<file path="src/sabi_pkg.sv">
// constants and types of the sampling converter bus interface
// Summary of operation
// [RL1] the done flag drops when a conversion begins and rises when it completes.
// [RL2] the done flag pin is driven only while its active-low drive enable is low.
// [RL3] the result is one parallel word of 14 active-high bits read in one access.
// [RL4] result bits are enabled by a falling edge of output enable and float otherwise.
// [RL5] the host selects the device for a read by holding chip select low.
// [RL6] the host requests a conversion by driving the convert request low.
// [RL7] the falling edge of the convert request starts sampling after a short delay.
// [RL8] range offset at analog ground codes straight binary, at the reference two's complement.
// [RL9] the host lowers chip select the enable delay before output enable; data drives only when both are low.
// [RL10] after output enable rises the host waits the conversion delay before the next request.
// [RL11] the host does not hold the convert request low for continuous conversion.
// [RL12] each conversion completes within the maximum conversion time.
// [RL13] the last result stays unchanged in the output register until the next one completes.
package sabi_pkg;
  localparam int unsigned CLK_PERIOD_NS   = 25;
  localparam int unsigned RESULT_WIDTH    = 14;
  localparam int unsigned APERTURE_MIN_NS = 5;
  localparam int unsigned CONV_TIME_NS    = 6300;
  localparam int unsigned APERTURE_CYC    =
    (APERTURE_MIN_NS + CLK_PERIOD_NS - 1) / CLK_PERIOD_NS;
  localparam int unsigned CONV_CYC        = CONV_TIME_NS / CLK_PERIOD_NS;
  localparam int unsigned CNT_WIDTH       = 9;
  localparam logic [CNT_WIDTH-1:0] CNT_ZERO = 9'h000;
  localparam logic [CNT_WIDTH-1:0] CNT_ONE  = 9'h001;
  localparam logic [RESULT_WIDTH-1:0] RESULT_RESET = 14'h0000;

  typedef enum logic [1:0] {
    SABI_IDLE,
    SABI_APERTURE,
    SABI_CONVERT
  } sabi_state_t;

  typedef struct packed {
    logic [1:0] req_n;
    logic [1:0] oe_n;
    logic [1:0] cs_n;
    logic [1:0] done_flag_drive_enable_n_n;
    logic [1:0] bipolar;
  } sabi_sync_t;

  typedef struct packed {
    sabi_sync_t                sync;
    logic                      req_n_d;
    logic                      oe_n_d;
    sabi_state_t               state;
    logic [CNT_WIDTH-1:0]      count;
    logic [RESULT_WIDTH-1:0]   sample;
    logic [RESULT_WIDTH-1:0]   result;
    logic                      data_on;
    logic                      done_flag;
    logic                      done_oe_n;
    logic [RESULT_WIDTH-1:0]   result_bits;
    logic                      result_oe_n;
  } sabi_regs_t;
endpackage

</file>
<file path="src/sabi_top.sv">
// pin-level conversion control and result read of the sampling converter
`timescale 1ns/1ps
`default_nettype none
module sabi_top #(
  parameter int unsigned CONV_CYCLES = sabi_pkg::CONV_CYC
) (
  input  wire logic                              ref_clk,
  input  wire logic                              reset_n,
  input  wire logic                              convert_request_n,
  input  wire logic                              chip_select_n,
  input  wire logic                              output_drive_enable_n,
  input  wire logic                              done_flag_drive_enable_n,
  input  wire logic                              range_offset_input,
  input  wire logic [sabi_pkg::RESULT_WIDTH-1:0] analog_code,
  output var  logic                              done_flag,
  output var  logic                              done_flag_oe_n,
  output var  logic [sabi_pkg::RESULT_WIDTH-1:0] result_bits,
  output var  logic                              result_bits_oe_n
);
  // whole register image of the block and its next value
  sabi_pkg::sabi_regs_t           r;
  sabi_pkg::sabi_regs_t           next_r;

  // pin levels after the two synchroniser flops
  logic                           req_n_s;
  logic                           oe_n_s;
  logic                           cs_n_s;
  logic                           done_flag_drive_enable_n_n_s;
  logic                           bipolar_s;

  // one-cycle strobes on the synchronised edges
  logic                           req_fall;
  logic                           oe_fall;

  // counter reload values for the two timed phases
  logic [sabi_pkg::CNT_WIDTH-1:0] aperture_load;
  logic [sabi_pkg::CNT_WIDTH-1:0] convert_load;

  // cycles left after the sample so that the whole conversion takes CONV_CYCLES
  localparam int unsigned CONVERT_SPAN = CONV_CYCLES - sabi_pkg::APERTURE_CYC - 1;

  // synchroniser contents in reset: every strobe idles high, the range input low
  localparam sabi_pkg::sabi_sync_t SYNC_RESET = '{
    req_n:   2'h3,
    oe_n:    2'h3,
    cs_n:    2'h3,
    done_flag_drive_enable_n_n: 2'h3,
    bipolar: 2'h0
  };

  // whole register image in reset: flag high, both drivers off
  localparam sabi_pkg::sabi_regs_t REGS_RESET = '{
    sync:        SYNC_RESET,
    req_n_d:     1'b1,
    oe_n_d:      1'b1,
    state:       sabi_pkg::SABI_IDLE,
    count:       sabi_pkg::CNT_ZERO,
    sample:      sabi_pkg::RESULT_RESET,
    result:      sabi_pkg::RESULT_RESET,
    data_on:     1'b0,
    done_flag:   1'b1,
    done_oe_n:   1'b1,
    result_bits: sabi_pkg::RESULT_RESET,
    result_oe_n: 1'b1
  };

  // code the unsigned sample; bipolar flips the msb to two's complement
  function automatic logic [sabi_pkg::RESULT_WIDTH-1:0] sabi_code(
    input logic [sabi_pkg::RESULT_WIDTH-1:0] raw,
    input logic                              bipolar
  );
    sabi_code = raw;
    if (bipolar) begin
      sabi_code[sabi_pkg::RESULT_WIDTH-1] = ~raw[sabi_pkg::RESULT_WIDTH-1];
    end
  endfunction

  // one step of a two-flop synchroniser
  function automatic logic [1:0] sabi_shift(
    input logic [1:0] pair,
    input logic       pin
  );
    sabi_shift = {pair[0], pin};
  endfunction

  // one step of the down counter
  function automatic logic [sabi_pkg::CNT_WIDTH-1:0] sabi_dec(
    input logic [sabi_pkg::CNT_WIDTH-1:0] cnt
  );
    sabi_dec = cnt - sabi_pkg::CNT_ONE;
  endfunction

  // data drive: opens on an enable fall with select low, closes when either rises
  function automatic logic sabi_drive(
    input logic on,
    input logic oe_n_lvl,
    input logic cs_n_lvl,
    input logic oe_edge
  );
    // a level low enable alone never reopens the drive; it needs a fresh fall
    if (oe_n_lvl | cs_n_lvl) begin
      sabi_drive = 1'b0;
    end else if (oe_edge) begin
      sabi_drive = 1'b1;
    end else begin
      sabi_drive = on;
    end
  endfunction

  // idle: a request fall starts the aperture wait and drops the flag
  function automatic sabi_pkg::sabi_regs_t sabi_idle_step(
    input sabi_pkg::sabi_regs_t           cur,
    input logic                           start,
    input logic [sabi_pkg::CNT_WIDTH-1:0] load
  );
    // falls during a conversion never reach this step
    sabi_idle_step = cur;
    if (start) begin // RL7
      sabi_idle_step.state     = sabi_pkg::SABI_APERTURE;
      sabi_idle_step.count     = load;
      sabi_idle_step.done_flag = 1'b0; // RL1
    end
  endfunction

  // aperture: wait the sampling delay, then hold the input code
  function automatic sabi_pkg::sabi_regs_t sabi_aperture_step(
    input sabi_pkg::sabi_regs_t              cur,
    input logic [sabi_pkg::RESULT_WIDTH-1:0] code,
    input logic [sabi_pkg::CNT_WIDTH-1:0]    load
  );
    sabi_aperture_step = cur;
    if (cur.count == sabi_pkg::CNT_ONE) begin
      // input may change freely from here on
      sabi_aperture_step.sample = code; // RL7
      sabi_aperture_step.state  = sabi_pkg::SABI_CONVERT;
      sabi_aperture_step.count  = load;
    end else begin
      sabi_aperture_step.count = sabi_dec(cur.count);
    end
  endfunction

  // convert: count out the conversion time, then publish the word
  function automatic sabi_pkg::sabi_regs_t sabi_convert_step(
    input sabi_pkg::sabi_regs_t cur,
    input logic                 bipolar
  );
    sabi_convert_step = cur;
    if (cur.count == sabi_pkg::CNT_ZERO) begin
      // coding follows the range input as it stands at completion
      sabi_convert_step.result    = sabi_code(cur.sample, bipolar); // RL8 RL13
      sabi_convert_step.done_flag = 1'b1; // RL1 RL12
      sabi_convert_step.state     = sabi_pkg::SABI_IDLE;
    end else begin
      sabi_convert_step.count = sabi_dec(cur.count);
    end
  endfunction

  assign req_n_s   = r.sync.req_n[1];
  assign oe_n_s    = r.sync.oe_n[1];
  assign cs_n_s    = r.sync.cs_n[1];
  assign done_flag_drive_enable_n_n_s = r.sync.done_flag_drive_enable_n_n[1];
  assign bipolar_s = r.sync.bipolar[1];

  // edge strobes against the delayed synchronised levels
  assign req_fall  = r.req_n_d & ~req_n_s;
  assign oe_fall   = r.oe_n_d & ~oe_n_s;

  // sampling waits the aperture delay; the rest of the conversion time follows
  assign aperture_load = sabi_pkg::CNT_WIDTH'(sabi_pkg::APERTURE_CYC);
  assign convert_load  = sabi_pkg::CNT_WIDTH'(CONVERT_SPAN);

  always_comb begin
    next_r = r;

    // synchronisers on every control pin from outside the clock domain; analog_code is sampled unsynchronised
    next_r.sync.req_n   = sabi_shift(r.sync.req_n, convert_request_n);
    next_r.sync.oe_n    = sabi_shift(r.sync.oe_n, output_drive_enable_n);
    next_r.sync.cs_n    = sabi_shift(r.sync.cs_n, chip_select_n);
    next_r.sync.done_flag_drive_enable_n_n = sabi_shift(r.sync.done_flag_drive_enable_n_n, done_flag_drive_enable_n);
    next_r.sync.bipolar = sabi_shift(r.sync.bipolar, range_offset_input);
    // delayed levels for the edge strobes
    next_r.req_n_d = req_n_s;
    next_r.oe_n_d  = oe_n_s;

    // conversion sequence
    case (r.state)
      sabi_pkg::SABI_IDLE: begin
        next_r = sabi_idle_step(next_r, req_fall, aperture_load);
      end
      sabi_pkg::SABI_APERTURE: begin
        next_r = sabi_aperture_step(next_r, analog_code, convert_load);
      end
      sabi_pkg::SABI_CONVERT: begin
        next_r = sabi_convert_step(next_r, bipolar_s);
      end
      default: begin
        next_r.state = sabi_pkg::SABI_IDLE;
      end
    endcase

    // pin drivers, registered so the outputs come from flops
    next_r.data_on     = sabi_drive(r.data_on, oe_n_s, cs_n_s, oe_fall); // RL4 RL9
    next_r.result_bits = next_r.result; // RL3
    next_r.result_oe_n = ~next_r.data_on; // RL4
    next_r.done_oe_n   = done_flag_drive_enable_n_n_s; // RL2
  end

  // asynchronous reset loads constants only
  always_ff @(posedge ref_clk or negedge reset_n) begin
    if (!reset_n) begin
      r <= REGS_RESET;
    end else begin
      r <= next_r;
    end
  end

  // every output comes straight from its register
  assign done_flag        = r.done_flag;
  assign done_flag_oe_n   = r.done_oe_n;
  assign result_bits      = r.result_bits;
  assign result_bits_oe_n = r.result_oe_n;
endmodule
`default_nettype wire

</file>
<file path="config.mk">
export PLATFORM = sky130hd
export DESIGN_NAME = sabi_top
export DESIGN_NICKNAME = d
export VERILOG_FILES = /design/src/sabi_pkg.sv /design/src/sabi_top.sv
export SDC_FILE = /design/constraint.sdc
export NUM_CORES = 1
export LEC_CHECK = 0
export ABC_AREA = 1
export BUFFER_PORTS_ARGS = -buffer_cell sky130_fd_sc_hd__buf_2
export CORE_ASPECT_RATIO = 2
export CORE_MARGIN = 5
export CORE_UTILIZATION = 35
export DETAILED_ROUTE_END_ITERATION = 12
export GPL_TIMING_DRIVEN = 0
export REMOVE_ABC_BUFFERS = 1
export SYNTH_ARGS = -nofsm -noshare
export SYNTH_HDL_FRONTEND = slang
export SYNTH_SLANG_ARGS = --single-unit
</file>
<file path="constraint.sdc">
create_clock -name ref_clk -period 3.2 [get_ports ref_clk]
set_clock_uncertainty 0.15 [all_clocks]
set_input_delay 0.64 -clock ref_clk [delete_from_list [all_inputs] [get_ports ref_clk]]
set_output_delay 0.64 -clock ref_clk [all_outputs]
set_load 0.005 [all_outputs]
</file>
==> metrics.cfg, run 1 <==
[sta]
hold_slack_ns = 0.203
finalWorstSetupSlack_ns = 0.970
fin_tns_setup_ns = 0
slew_headroom = 0.545
rsz0062_at_grt = no
hold_viol = 0
maxClockFrequency_mhz = 449
tightest_slew_ns = 0.683
setup_viol = 0
period_minus_slack_ns = 2.23
final_max_slew_viol_count = 0
period_share = 0.697

[floorplan]
dieWidth_microns = 71.8
die_area_sq_um = 9590
chipHeight_microns = 134
ios = 38
core-area_sq_um = 7540
start_util = 0.354
fp-row-count = 45

[clock_network]
clk_pin_slew_worst_paths_ns = 0.07
cts-resized-gates = 0
clock_latency_ns = 0.29
postCtsHoldBufs = 0
cts_buffer_depth = 2
clock_sinks = 55
cts_tree = yes
cts_max_level = 2
clock_tree.root_cell = clkbuf_16
post-cts-setup-buffers = 0
cts-buffers-inserted = 5

[synth]
yosysTopAreaCell = dfrtp_1
synth.distinct_cells = 26
ys_seq_elements = 55
synth.avg_cell_area_sq_um = 9.15
synth_area_sq_um = 2670
yosys_warnings = 0
synth.area.top_cells = dfrtp_1 (39%), nand2_1 (13%), dfstp_2 (13%)
syn_inst = 292
yosysTopAreaCellShare = 0.393
ys_seq_area_frac = 0.521

[worst_setup_path]
r2r_slack_ns = 0.97
critPathKind = reg -> reg
slowest_delay_ns = 0.60
cp.arrival_ns = 2.26
worstPathMaxFanout = 16
endpoint_kind = flop
path_cells = inv_1, ha_1, nor2_2, nand2_2, nand2_1, nand2_1
crit_top_cell = nand2_1
required_ns = 3.23
start_kind = flop
cp_slowest_cell = nor2_2

[drt]
drc = 0
drt-pass1-iter-count = 4
drt_iter0_drc = 95
vias_per_cell = 4.50
final_antenna_net_count = 0
wire_per_inst_microns = 11.9
vias = 1837
routed_wl_mm = 4.86

[cells_and_area]
areaGrowthSynthToFinish_pct = 10.3
layout.nets = 340
finalCoreUtilization = 0.391
final_layout_size_suffix_gt1_frac = 0.293
layout_commonest_cell = nand2_1
fin_area_sq_um = 2950
post_layout_nonfiller_instances = 408
final_cell_mix = nand2_1 (93), dfrtp_1 (42), buf_2 (36)
num_antenna_cells = 0

[grt]
grt_pass1_vias = 1795
antenna_found_initial = 0
grt_pass1_wl_mm = 8.36
grt_usage = 0.110
grt_overflow = 0
grt_max_degree = 56

[power_and_ir_drop]
sw_frac_of_total = 0.430
p_leak_nw = 1.49
power_mw = 2.87
ir_drop_mv = 0.271
combPwrFrac = 0.449
clkPwrFrac = 0.193
p_switching_mw = 1.23
seqPwrFrac = 0.357
p_per_area_nw_per_um2 = 974
p_int_mw = 1.64

[placement]
placed_area_sq_um = 2790
gp_congestion = 0.808
io_buffers = 37
post-dp-hpwl_mm = 3.51
dpl_worst_slack_ns = 0.926
place_inst = 400

[run_status]
outcome = complete, no violations

[run]
cap_viol_max_count = 0

[hold_path]
hp-class = reg -> reg

-- synth_stat cells --
library cell   n
a21oi_1        4
buf_2          1
buf_4         17
buf_6          4
clkbuf_1       1
dfrtp_1       42
dfstp_2       13
ha_1           6
inv_1         21
inv_2          3
nand2_1       93
nand2_2        8
nand2_4        2
nand3_1       24
nand3_2        3
nand4_1        2
nand4_4        1
nor2_1        16
nor2_2         1
nor2_4         2
nor2_8         1
o211ai_1       1
o21ai_0        5
o21ai_1        5
o21ai_2       14
xor2_1         2
-- power groups by stage --
stage | Clock, mW | Combinational (mW) | Sequential [mW]
after floorplan | 0 | 1.02 | 1.02
after global placement | 0 | 1.29 | 1.03
after detailed placement | 0 | 1.31 | 1.04
after CTS | 0.581 | 1.31 | 1.03
after global routing | 0.604 | 1.47 | 1.05
final | 0.555 | 1.29 | 1.03
-- state kept, by name, summed over array words and instances, names as in the netlist --
signal                        flops
done_flag_drive_enable_n_n_s      1
done_flag_oe_n                    1
cs_n_s                            1
r                                28
result_bits                      14
result_bits_oe_n                  1
done_flag                         1
bipolar_s                         1
next_r                            7
-- final timing paths --
kind | from | endpoint | cells after the start
worst max-delay path | r[55] | r[42] | 6
worst max register to register | r[55] | r[42] | 6
worst min register to register | next_r[60] | bipolar_s | 0
max in group asynchronous | reset_n | r[17] | 1
worst min-delay path | next_r[60] | bipolar_s | 0
min in group asynchronous | reset_n | r[55] | 1
-- worst max-delay path, delay by kind of cell (launching register included) --
kind	cells	cell delay (ns)
and+or+nand+nor	4	1.12
DFF	1	0.40
adders and majority gates	1	0.36
buffers and inverters	1	0.08
-- logic make-up (layout without fill, tap and decap cells) --
family          Yosys count  count (layout)  share of synthesized area
simple gates            153             153                      0.267
buf+inv                  47              69                      0.102
fa+ha+maj                 6               6                     0.0281
flops                    55              55                      0.521
compound gates           29              29                     0.0749
xor+xnor                  2               2                    0.00656
-- layer usage --
metal,vias to the layer above,global-route usage,part of all wire
li1,938,-,-
met1,870,0.107,0.37
met2,23,0.213,0.57
met3,6,0.0227,0.037
met4,0,0.0502,0.019
met5,-,0,0
-- final cells by class --
| class | count | area (sq um) |
|---|---|---|
| well taps | 94 | 118 |
| inverters | 24 | 90.1 |
| repair buffers | 37 | 188 |
| flip-flops and latches | 55 | 1390 |
| multi-input cells | 190 | 1010 |
| fillers | 762 | 4600 |
| clock inverters | 1 | 8.76 |
| clock buffers | 7 | 143 |
Note: power is estimated with default switching activity, not from simulation.
==> run 2, diff against run 1 <==
==> constraint.sdc (replaced) <==
create_clock -name ref_clk -period 2 [get_ports ref_clk]
set_clock_uncertainty 0.15 [all_clocks]
set_input_delay 0.4 -clock ref_clk [delete_from_list [all_inputs] [get_ports ref_clk]]
set_output_delay 0.4 -clock ref_clk [all_outputs]
set_load 0.005 [all_outputs]
==> run 2 against run 1 <==
  * The flow now finishes with violations (hold timing)
  * Routed wire length grew 6.3%
  * Critical path depth is the same
  * Clock power grew 61%
  * Final cell count grew 0.49%
  * Largest cell class unchanged
==> metrics.cfg, run 2 (synthesized netlist as in run 1, its figures left out) <==
[grt]
grt_pass1_wl_mm = 8.78  ; was 8.36 mm
grt_usage = 0.116  ; was 0.110
use_met1 = 0.113  ; was 0.107
grt_max_degree = 56  ; unchanged
antenna_found_initial = 0  ; unchanged
grt_busiest_layer = met2  ; unchanged
grt_overflow = 0  ; unchanged
grt_pass1_vias = 1843  ; was 1,795
met2_usage = 0.224  ; was 0.213
met3_usage = 0.0242  ; was 0.0227

[clock_network]
clk_pin_slew_worst_paths_ns = 0.07  ; about the same
clock_tree.root_cell = clkbuf_16  ; unchanged
cts-buffers-inserted = 5  ; unchanged
cts_max_level = 2  ; unchanged
clock_latency_ns = 0.29  ; about the same
clock_sinks = 55  ; unchanged
cts_tree = yes  ; unchanged
cts_buffer_depth = 2  ; unchanged

[floorplan]
fp-row-count = 45  ; unchanged
die_area_sq_um = 9590  ; unchanged
chipHeight_microns = 134  ; unchanged
dieWidth_microns = 71.8  ; unchanged
core-area_sq_um = 7540  ; unchanged
ios = 38  ; unchanged
start_util = 0.354  ; unchanged

[worst_setup_path]
endpoint_kind = flop  ; unchanged
worstPathMaxFanout = 14  ; was 16
r2r_cells = 6  ; unchanged
r2r_start = r[46]  ; was r[55]
crit_start = r[46]  ; was r[55]
slowest_delay_ns = 0.42  ; was 0.60 ns
critPathKind = reg -> reg  ; unchanged
cp_slowest_cell = dfrtp_1  ; was nor2_2
path_cells = inv_1, ha_2, nand2_4, nor2_8, nand4_4, o21ai_2  ; was inv_1, ha_1, nor2_2, nand2_2, nand2_1, nand2_1
start_kind = flop  ; unchanged
crit_end = result_bits[12]  ; was r[42]
regToRegEndpoint = result_bits[12]  ; was r[42]
required_ns = 2.07  ; was 3.23 ns
r2r_slack_ns = 0.10  ; was 0.97 ns
cp.arrival_ns = 1.96  ; was 2.26 ns

[cells_and_area]
fin_area_sq_um = 3020  ; was 2950 sq um
post_layout_nonfiller_instances = 410  ; was 408
layout.nets = 342  ; was 340
final_layout_size_suffix_gt1_frac = 0.313  ; was 0.293
num_antenna_cells = 0  ; unchanged
final_cell_mix = nand2_1 (93), dfrtp_1 (42), buf_2 (36)  ; unchanged
largest_reg_flops = 28  ; unchanged
areaGrowthSynthToFinish_pct = 12.9  ; was 10.3%
regMostFlops = r  ; unchanged
layout_commonest_cell = nand2_1  ; unchanged

[drt]
final_antenna_net_count = 0  ; unchanged
drt-pass1-iter-count = 3  ; was 4
wire_per_inst_microns = 12.6  ; was 11.9 microns
vias_per_cell = 4.56  ; was 4.50
drc = 0  ; unchanged
vias = 1868  ; was 1,837
drt_iter0_drc = 80  ; was 95
routed_wl_mm = 5.17  ; was 4.86 mm

[sta]
tightest_slew_ns = 0.688  ; was 0.683 ns
period_share = 0.948  ; was 0.697
hold_slack_ns = -0.00143  ; was 0.203 ns
setup_viol = 0  ; unchanged
slew_headroom = 0.541  ; was 0.545
period_minus_slack_ns = 1.90  ; was 2.23 ns
hold_viol = 4  ; was 0
final_max_slew_viol_count = 0  ; unchanged
maxClockFrequency_mhz = 527  ; was 449 MHz

[placement]
post-dp-hpwl_mm = 3.51  ; unchanged
placed_area_sq_um = 2790  ; unchanged
io_buffers = 37  ; unchanged
gp_congestion = 0.808  ; unchanged
place_inst = 400  ; unchanged

[power_and_ir_drop]
ir_drop_mv = 0.444  ; was 0.271 mV
p_per_area_nw_per_um2 = 1580  ; was 974 nW/um^2
p_leak_nw = 1.50  ; was 1.49 nW

[run_status]
outcome = finished with violations  ; was complete, no violations
violations = hold timing

[hold_path]
hp-class = in -> async  ; was reg -> reg

[run]
cap_viol_max_count = 0  ; unchanged

[run 2: changes by cell type in the layout (fill, tap and decap cells not counted)]
cell        previous run  this run
ha_1                   6         4
ha_2                   0         2
nand2_2                8         6
buf_12                 0         1
nor2_1                16        15
nand2_4                2         4
inv_1                 21        19
nor2_4                 2         3
clkinvlp_4             0         1
inv_4                  0         1
nand4_4                1         2
[run 2: final cells by class]
cell class	count	area (sq um)
fill	763	4530
sequential	55	1390
multi-input combinational	191	1050
timing repair buffer	38	208
clock buffer	7	143
tap	94	118
inverter	24	96.3
clock inverter	1	8.76
[run 2: metal layers]
| metal | wire (microns) | up-vias |
|---|---|---|
| met1 | 1910 | 888 |
| met5 | 0 | - |
| met4 | 95 | 0 |
| li1 | - | 947 |
| met2 | 2970 | 25 |
| met3 | 197 | 8 |
[run 2: timing repair]
action / 4_1_cts / 5_1_grt
gates cloned: 1 / 0
hold buffers: 0 / 0
setup endpoints to repair: 29 / 37
buffers inserted: 0 / 1
resized for setup: 4 / 6
[run 2: worst min path at each step]
stage | start | end | slack, ns | depth (start not counted)
5_1_grt | chip_select_n | next_r[64] | 0.04 | 1
2_1_floorplan | reset_n | bipolar_s | -0.05 | 0
6_report | reset_n | r[55] | -0.001 | 1
3_3_place_gp | next_r[60] | bipolar_s | 0.19 | 0
4_1_cts | done_flag_drive_enable_n | next_r[62] | 0.04 | 1
3_5_place_dp | next_r[60] | bipolar_s | 0.19 | 0
[run 2: stage by stage]
step	setup TNS [ns]	worst slack, ns	total power, mW	util	hold slack (ns)
5_1_grt	-0.00338	-0.00338	5.17	0.400	0.0444
3_3_place_gp	-4.60	-0.226	3.72	0.370	0.186
6_report	0	0.104	4.76	0.400	-0.00143
2_1_floorplan	0	0.154	3.26	-	-0.0456
4_1_cts	0	0.0293	4.77	0.394	0.0428
3_5_place_dp	-5.64	-0.274	3.76	0.370	0.192
[run 2: where the power goes]
part | switching (mW) | internal (mW)
Sequential | 0.217 | 1.43
Combinational | 1.48 | 0.737
Clock | 0.394 | 0.502
Total | 2.09 | 2.67
[run 2: worst max-delay path: cells and delay by family, from the launching register on]
| kind | cells | cell delay [ns] |
|---|---|---|
| and+or+nand+nor | 3 | 0.59 |
| DFF | 1 | 0.42 |
| adders and majority gates | 1 | 0.25 |
| AOI/OAI and AO/OA | 1 | 0.23 |
| buffers and inverters | 1 | 0.16 |
